$ cat src/common/sdl_defs.svh
`ifndef SDL_DEFS_SVH
`define SDL_DEFS_SVH
// Word and field layout of one serial frame.
`define SDL_WORD_BITS 16
`define SDL_DATA_BITS 12
`define SDL_CNT_BITS 5
`define SDL_CNT_FULL 5'h10
`define SDL_BYTE_BITS 8
`define SDL_MSB_BIT 11
// Host link clock divider: half period in system clocks.
`define SDL_HALF_DIV 4'h4
`define SDL_DIV_BITS 4
// Host load pulse width in system clocks.
`define SDL_LOAD_PULSE 4'h4
`endif

$ cat src/common/sdl_pkg.sv
package sdl_pkg;
  // Host transfer states.
  typedef enum logic [4:0] {
    SDL_IDLE = 5'h01,
    SDL_SHIFT = 5'h02,
    SDL_END = 5'h04,
    SDL_LOAD = 5'h08,
    SDL_GAP = 5'h10
  } sdl_host_state_t;
endpackage

$ cat src/common/sdl_link_if.sv
`timescale 1ns/1ps
// Three-wire link plus optional latch load line, all driven by the host.
interface sdl_link_if;
  logic shift_clk;
  logic serial_data_input;
  logic frame_sel_n;
  logic latch_load_n;
  modport host (output shift_clk, output serial_data_input, output frame_sel_n, output latch_load_n);
  modport dev (input shift_clk, input serial_data_input, input frame_sel_n, input latch_load_n);
endinterface

$ cat src/rtl/sdl_device.sv
`timescale 1ns/1ps
`include "sdl_defs.svh"
// Behaviour
// - Latched 12 bits are two's complement value.
// - Offset binary hosts invert MSB first.
// - Sixteen-bit words, sampled on falling clock.
// - Three host lines plus optional load.
// - Load low: update on 16th fall.
// - Otherwise host pulses load low after word.
// - Host frames word with select low.
// - Active-high framing pulses get inverted.
// - Byte hosts hold select across bytes.
// - LSB-first hosts reorder, LSB sent last.
// - SPI hosts use polarity 0, phase 1.
// - Drop first four bits, latch last twelve.
// - Counter accepts only sixteen bits per frame.
// - Sample load at frame start to pick mode.
// - Load pulse only after transfer, high before next.
module sdl_device
  import sdl_pkg::*;
(
  input wire logic sys_clk_in, // System clock.
  input wire logic reset_in, // Synchronous reset, active high.
  sdl_link_if.dev link, // Serial link from the host.
  output logic signed [`SDL_DATA_BITS-1:0] dac_value_out, // Output latch, two's complement.
  output logic dac_update_out, // One-cycle pulse when latch is written.
  output logic auto_mode_out // Mode chosen at frame start.
);
  // ==========================================================
  // Input synchronisers
  logic [1:0] clk_sync, data_sync, sel_sync, load_sync;
  logic clk_prev, sel_prev, load_prev;
  // Two flops per pin before any logic reads them; only the three host lines and load are watched.
  always_ff @(posedge sys_clk_in) begin
    clk_sync <= {clk_sync[0], link.shift_clk};
    data_sync <= {data_sync[0], link.serial_data_input};
    sel_sync <= {sel_sync[0], link.frame_sel_n};
    load_sync <= {load_sync[0], link.latch_load_n};
  end
  // Previous values for edge detection on synchronised pins.
  always_ff @(posedge sys_clk_in) begin
    if (reset_in) begin
      clk_prev <= 1'b0; // Link clock idles low, so no false fall after reset.
      sel_prev <= 1'b1;
      load_prev <= 1'b1;
    end else begin
      clk_prev <= clk_sync[1];
      sel_prev <= sel_sync[1];
      load_prev <= load_sync[1];
    end
  end
  logic clk_fall, sel_fall, load_fall;
  assign clk_fall = clk_prev & ~clk_sync[1];
  assign sel_fall = sel_prev & ~sel_sync[1];
  assign load_fall = load_prev & ~load_sync[1];
  // ==========================================================
  // Shift register and bit counter
  logic [`SDL_WORD_BITS-1:0] shift_reg;
  logic [`SDL_CNT_BITS-1:0] bit_cnt;
  logic word_done, accept;
  assign accept = clk_fall & ~sel_sync[1] & ~sel_fall & (bit_cnt != `SDL_CNT_FULL);
  assign word_done = (bit_cnt == `SDL_CNT_FULL);
  // Frame start clears the count; each accepted fall shifts one bit in, MSB first.
  always_ff @(posedge sys_clk_in) begin
    if (reset_in) begin
      bit_cnt <= '0;
      shift_reg <= '0;
    end else if (sel_fall) begin
      bit_cnt <= '0;
    end else if (accept) begin
      bit_cnt <= bit_cnt + `SDL_CNT_BITS'(1);
      shift_reg <= {shift_reg[`SDL_WORD_BITS-2:0], data_sync[1]};
    end
  end
  // ==========================================================
  // Mode selection and output latch
  logic auto_mode, pending;
  // Load level after select falls picks the update mode.
  always_ff @(posedge sys_clk_in) begin
    if (reset_in) begin
      auto_mode <= 1'b0;
    end else if (sel_fall) begin
      auto_mode <= ~load_sync[1];
    end
  end
  assign auto_mode_out = auto_mode;
  // A word waits for a load pulse in load-pulse mode.
  always_ff @(posedge sys_clk_in) begin
    if (reset_in) begin
      pending <= 1'b0;
    end else if (sel_fall) begin
      pending <= 1'b0;
    end else if (accept && bit_cnt == `SDL_CNT_FULL - `SDL_CNT_BITS'(1) && !auto_mode) begin
      pending <= 1'b1;
    end else if (load_fall && pending) begin
      pending <= 1'b0;
    end
  end
  logic [`SDL_WORD_BITS-1:0] next_word;
  logic auto_hit;
  assign next_word = {shift_reg[`SDL_WORD_BITS-2:0], data_sync[1]};
  assign auto_hit = accept && auto_mode && bit_cnt == `SDL_CNT_FULL - `SDL_CNT_BITS'(1);
  // Latch takes the low twelve bits; the first four are dropped.
  always_ff @(posedge sys_clk_in) begin
    if (reset_in) begin
      dac_value_out <= '0;
      dac_update_out <= 1'b0;
    end else begin
      dac_update_out <= 1'b0;
      if (auto_hit) begin
        dac_value_out <= next_word[`SDL_DATA_BITS-1:0];
        dac_update_out <= 1'b1;
      end else if (load_fall && pending && word_done) begin
        dac_value_out <= shift_reg[`SDL_DATA_BITS-1:0];
        dac_update_out <= 1'b1;
      end
    end
  end
endmodule // sdl_device

$ cat src/flat_wrapper.sv
// flat-port wrapper written by rule: the top's interface ports become plain ports
module sdl_device_flat import sdl_pkg::*;
  (sys_clk_in, reset_in, dac_value_out, dac_update_out, auto_mode_out, link_shift_clk, link_serial_data_input, link_frame_sel_n, link_latch_load_n);
  sdl_link_if link_i ();
  input wire logic sys_clk_in;
  input wire logic reset_in;
  output logic signed [`SDL_DATA_BITS-1:0] dac_value_out;
  output logic dac_update_out;
  output logic auto_mode_out;
  input wire logic [$bits(link_i.shift_clk)-1:0] link_shift_clk;
  input wire logic [$bits(link_i.serial_data_input)-1:0] link_serial_data_input;
  input wire logic [$bits(link_i.frame_sel_n)-1:0] link_frame_sel_n;
  input wire logic [$bits(link_i.latch_load_n)-1:0] link_latch_load_n;
  assign link_i.shift_clk = link_shift_clk;
  assign link_i.serial_data_input = link_serial_data_input;
  assign link_i.frame_sel_n = link_frame_sel_n;
  assign link_i.latch_load_n = link_latch_load_n;
  sdl_device u_core (.sys_clk_in(sys_clk_in), .reset_in(reset_in), .link(link_i), .dac_value_out(dac_value_out), .dac_update_out(dac_update_out), .auto_mode_out(auto_mode_out));
endmodule
$ cat config.mk
export PLATFORM = sky130hd
export DESIGN_NAME = sdl_device_flat
export DESIGN_NICKNAME = d
export VERILOG_FILES = /design/src/common/sdl_pkg.sv /design/src/common/sdl_link_if.sv /design/src/rtl/sdl_device.sv /design/src/flat_wrapper.sv
export VERILOG_INCLUDE_DIRS = /design/src /design/src/common
export SDC_FILE = /design/constraint.sdc
export NUM_CORES = 1
export LEC_CHECK = 0
export BUFFER_PORTS_ARGS = -buffer_cell sky130_fd_sc_hd__buf_2
export CAP_MARGIN = 20
export CORE_ASPECT_RATIO = 0.6
export CORE_MARGIN = 4
export CORE_UTILIZATION = 40
export CTS_CLUSTER_SIZE = 8
export DETAILED_ROUTE_END_ITERATION = 6
export PLACE_DENSITY = 0.65
export REMOVE_ABC_BUFFERS = 1
export SYNTH_ARGS = -nofsm -noshare
export SYNTH_HDL_FRONTEND = slang
export SYNTH_SLANG_ARGS = --single-unit
$ cat constraint.sdc
create_clock -name sys_clk_in -period 3.1 [get_ports sys_clk_in]
set_input_delay 0.31 -clock sys_clk_in [delete_from_list [all_inputs] [get_ports sys_clk_in]]
set_output_delay 0.31 -clock sys_clk_in [all_outputs]
set_load 0.1 [all_outputs]
# Yosys cells after proc, flatten, opt, wreduce, memory -nomap -nowiden
# Index checks and enable logic that the tools add are counted.
# word_totals
word_cells	44
reg_bits	43
input_bits	6
# op_classes
reduce_logical	11
eq_ne	3
add_sub_neg	1
n_bitwise	10
mux	6
# op_table
cell	n
$mux 12	2
$and 1x1->1	6
$logic_and 1x1->1	6
$add 5x1->5 const B	1
$eq 5x4->1 const B	1
$eq 5x5->1 const B	1
$ne 5x5->1 const B	1
$mux 1	4
$not 1->1	4
$reduce_bool 2->1	2
$reduce_and 2->1	1
$reduce_or 2->1	1
$logic_not 1->1	1

# Logic depth before layout (Yosys ltp)
# logic_depth
depth_word	8
mapped_depth	7

# Least setup slack after synthesis
# No wires, ideal clock.
# synth_path
path_type	reg-to-reg
from	register u_core.auto_mode (netlist: u_core.auto_mode_out)
to	register u_core.dac_value_out[10]
path_stages_with_launch	5
slack_ns	1.130
setup_ns	0.091
t_required_ns	3.009
arrival_ns	1.879
path_buffers	1
cell_sequence	dfxtp_1 nand2_1 or3_4 buf_6 a311oi_1
# synth_via
elab_chain_len	3
word_cells_on_any_way	4
cone_classes	mux (1); reduce/logical (3)
# synth_lines
item	line_no	text
start: declaration	sdl_device.sv:77	logic auto_mode, pending;
start signal: assignment	sdl_device.sv:83	auto_mode <= ~load_sync[1];
$logic_and 1x1->1 (*) (2 in series)	sdl_device.sv:102	assign auto_hit = accept && auto_mode && bit_cnt == `SDL_CNT_FULL - `SDL_CNT_BITS'(1);
$mux 12 / $reduce_bool 2->1 (equally long branches)	-	
end signal: assignment	sdl_device.sv:111	dac_value_out <= next_word[`SDL_DATA_BITS-1:0];
end signal: assignment	sdl_device.sv:114	dac_value_out <= shift_reg[`SDL_DATA_BITS-1:0];
end: declaration	sdl_device.sv:25	output logic signed [`SDL_DATA_BITS-1:0] dac_value_out,
# Every way passes the cells marked *; elsewhere a longest branch is shown, timed or not.
# A chain may end at the register's enable or synchronous reset.

# Final worst setup path
# layout_path
from	register u_core.bit_cnt[0]
to	register u_core.dac_value_out[7]
# layout_via
elab_chain_len	5
word_cells_on_any_way	9
cone_classes	eq/ne (3); mux (1); bitwise (1); reduce/logical (4)
# layout_lines
item	line_no	text
start: declaration	sdl_device.sv:59	logic [`SDL_CNT_BITS-1:0] bit_cnt;
start signal: assignment	sdl_device.sv:71	bit_cnt <= bit_cnt + `SDL_CNT_BITS'(1);
$ne 5x5->1 (no line)	-	
$and 1x1->1	sdl_device.sv:61	assign accept = clk_fall & ~sel_sync[1] & ~sel_fall & (bit_cnt != `SDL_CNT_FULL);
$logic_and 1x1->1 (2 in series)	sdl_device.sv:102	
$mux 12 / $reduce_bool 2->1 (equally long branches)	-	
# Several ways; a longest one is shown, not always the timed one.

==> results.md <==
* Layout area overhead at 13.4%
* Grt total ovfl at 0
* Clk_skew at 0.00923 ns
* Most frequent cell after synthesis: dfxtp_1
* Total die area at 5430 um^2
* Worst path cell trace: inv_1, ha_1, nor4bb_4, buf_4, or3_4, a311oi_1
* Register area share after synthesis at 0.502
* Sink Count at 43
* ANT nets after route at 0
* TritonCTS clock tree: yes
* Htree depth at 2
* Final Max Tran Viols at 0
* Clk root buf: clkbuf_8
* Status: finished, final reports clean
* Die height at 58.7 um
* Cts repair resizes at 0
* Hold Path Depth at 1
* Vias in the first global route at 1273
* N_diodes at 0
* CTS hold repair buffers at 0
* Inst Count DP at 253
* Cell Pwr Density at 496 nW/um^2
* CP Class: flop to flop
* Setup TNS at 0 ns
* Final Cycle Share at 0.681
* Post-Syn Area per Cell at 8.93 um^2
* Post-CTS Setup Repair Bufs at 0
* Worst Path Arrival at 2.28 ns
* Setup crit start kind: flop
* Non-Filler Instances at 261
* Most frequent cells after synthesis: dfxtp_1, o21ai_0, nand3_1
* Initial antenna violation count at 0
* Worst EP required at 3.27 ns
* Asr flop ratio synth at 0
* Placer Congestion at 0.782
* Crit-path slowest cell: nor4bb_4
* Tmin final at 2.11 ns
* First-pass DRT Iterations at 6
* Critical Path Max Stage Delay at 0.59 ns
* #FFs+latches synth at 43
* DRC at 0
* Area contributors post-synth: dfxtp_1, o21ai_0, nand3_1, a311oi_1, a21oi_1
* Routed via count at 1461
* Gate Count Post-Synth at 192
* Final Hold Fails at 0
* Reg2Reg Depth at 6
* Fill count at 388
* Share of cells above drive strength 1 at 0.179
* Clock Latency Late Sink at 0.31 ns
* Largest net degree at the start of global routing at 34
* Buffers on Ports at 19
* EDFF count, synth at 0
* Avg Vias per Cell at 5.60
* Number of cell rows at 18
* First-pass GRT wire length at 6200 um
* Finished Cell Area at 1940 um^2
* Hold Path Class: primary input to flop
* Rel. slew slack at 0.395
* Placed Area at 1850 um^2
* Dpl ws at 1.03 ns
* Largest family of logic cells by synthesized area: compound AO/OA/AOI/OAI gates
* Die X at 92.5 um
* Total power at 964 uW
* Family with the most delay on the worst path: simple AND/OR/NAND/NOR gates
* WP depth at 6
* DRT Wirelength at 3810 um
* Worst-Margin Slew at 0.904 ns
* Adder-Cell Fraction of Synth Area at 0.0219
* CP bufs+invs at 2
* Post-DP HPWL at 2320 um
* Net count, final at 209
* P_leak at 0.646 nW
* RSZ-0062 raised after global routing: false
* VDD IR max at 0.204 mV
* Clk buf depth at 2
* Yosys top cell by area: dfxtp_1
* Reg2Reg Setup Slack at 0.99 ns
* Post-Synth Simple-Gate Area at 0.206
* Clk slew on worst S/H paths at 0.09 ns
* Synth Area in XOR/XNOR at 0
* Initial DRC count at 99
* Synth top area share at 0.502
* Final setup violation count at 0
* Final WS setup at 0.988 ns
* Total CTS buffers at 5
* Crit-path max FO at 31
* Core footprint at 4120 um^2
* Synth Flop Type: dfxtp_1
* Area fraction in compound gates after synthesis at 0.208
* Endpoint class of the critical path: flop
* Post-synthesis mux area share at 0
* Initial Util at 0.416
* Syn. warnings at 0
* Synth Cell Area at 1710 um^2
* F_max at 0.473 GHz
* GRT Total Usage at 0.148
* Synth unique cells at 29
* Max Cap Viol at 0
* Wire per inst at 14.6 um
* Top-Level Pins at 20
## final timing paths
check	end	startpoint
worst max-delay path	u_core.dac_value_out[7]	u_core.bit_cnt[0]
worst min-delay path	u_core.load_sync[0]	link_latch_load_n
worst max register to register	u_core.dac_value_out[7]	u_core.bit_cnt[0]
worst min register to register	u_core.clk_sync[1]	u_core.clk_sync[0]
## through the flow
stage	hold slack, ns	util
final	0.100	0.471
after floorplan	0.310	-
after CTS	0.0900	0.471
after detailed placement	0.312	0.449
after global placement	0.312	0.449
after global routing	0.0828	0.471
## worst register-to-register path, cell delays in order, from the launching register on
cell and delay (ns):
dfxtp_1 0.34, inv_1 0.08, ha_1 0.17, nor4bb_4 0.59
buf_4 0.39, or3_4 0.29, a311oi_1 0.12
## power breakdown
| part | switching, mW | total [mW] | leakage, nW | internal (mW) |
|---|---|---|---|---|
| clock network | 0.207 | 0.368 | 0.0443 | 0.161 |
| logic | 0.0207 | 0.0291 | 0.251 | 0.00843 |
| registers | 0.00601 | 0.567 | 0.350 | 0.561 |
## layer usage
metal	up-vias	track usage	wire length, um
li1	732	-	-
met5	-	0	0
met3	4	0.0536	230
met2	43	0.181	1450
met1	682	0.220	2090
met4	0	0.0782	38
## layout by cell type, fill, tap and decap left out, types with 2 or more instances in the layout
cell,synthesis,final
ha_1,3,3
o21ai_0,29,29
a311oi_1,12,12
dfxtp_1,43,43
buf_4,0,3
nor4_1,12,12
nand2_1,2,2
buf_2,1,19
clkinv_4,0,2
inv_1,5,5
nor2_1,2,2
nand3_1,27,27
or2_2,3,3
nor2b_1,2,2
clkbuf_8,0,5
a21oi_1,18,18
## cells by family (layout without fill, tap and decap cells)
kind of cell / Yosys count / count (layout)
AO/OA/AOI/OAI: 61 / 61
AND/OR/NAND/NOR: 59 / 59
flip-flops: 43 / 43
buffers and inverters: 26 / 35
adder cells (fa/ha/maj): 3 / 3
## cell type report
class | count | area, um^2 | share of cell area
Sequential cell | 43 | 861 | 0.443
Timing Repair Buffer | 22 | 118 | 0.0605
Multi-Input combinational cell | 123 | 777 | 0.400
Tap cell | 60 | 75.1 | 0.0386
Clock buffer | 5 | 68.8 | 0.0354
Inverter | 5 | 18.8 | 0.00966
Clock inverter | 3 | 25.0 | 0.0129
(Power assumes the default switching activity.)
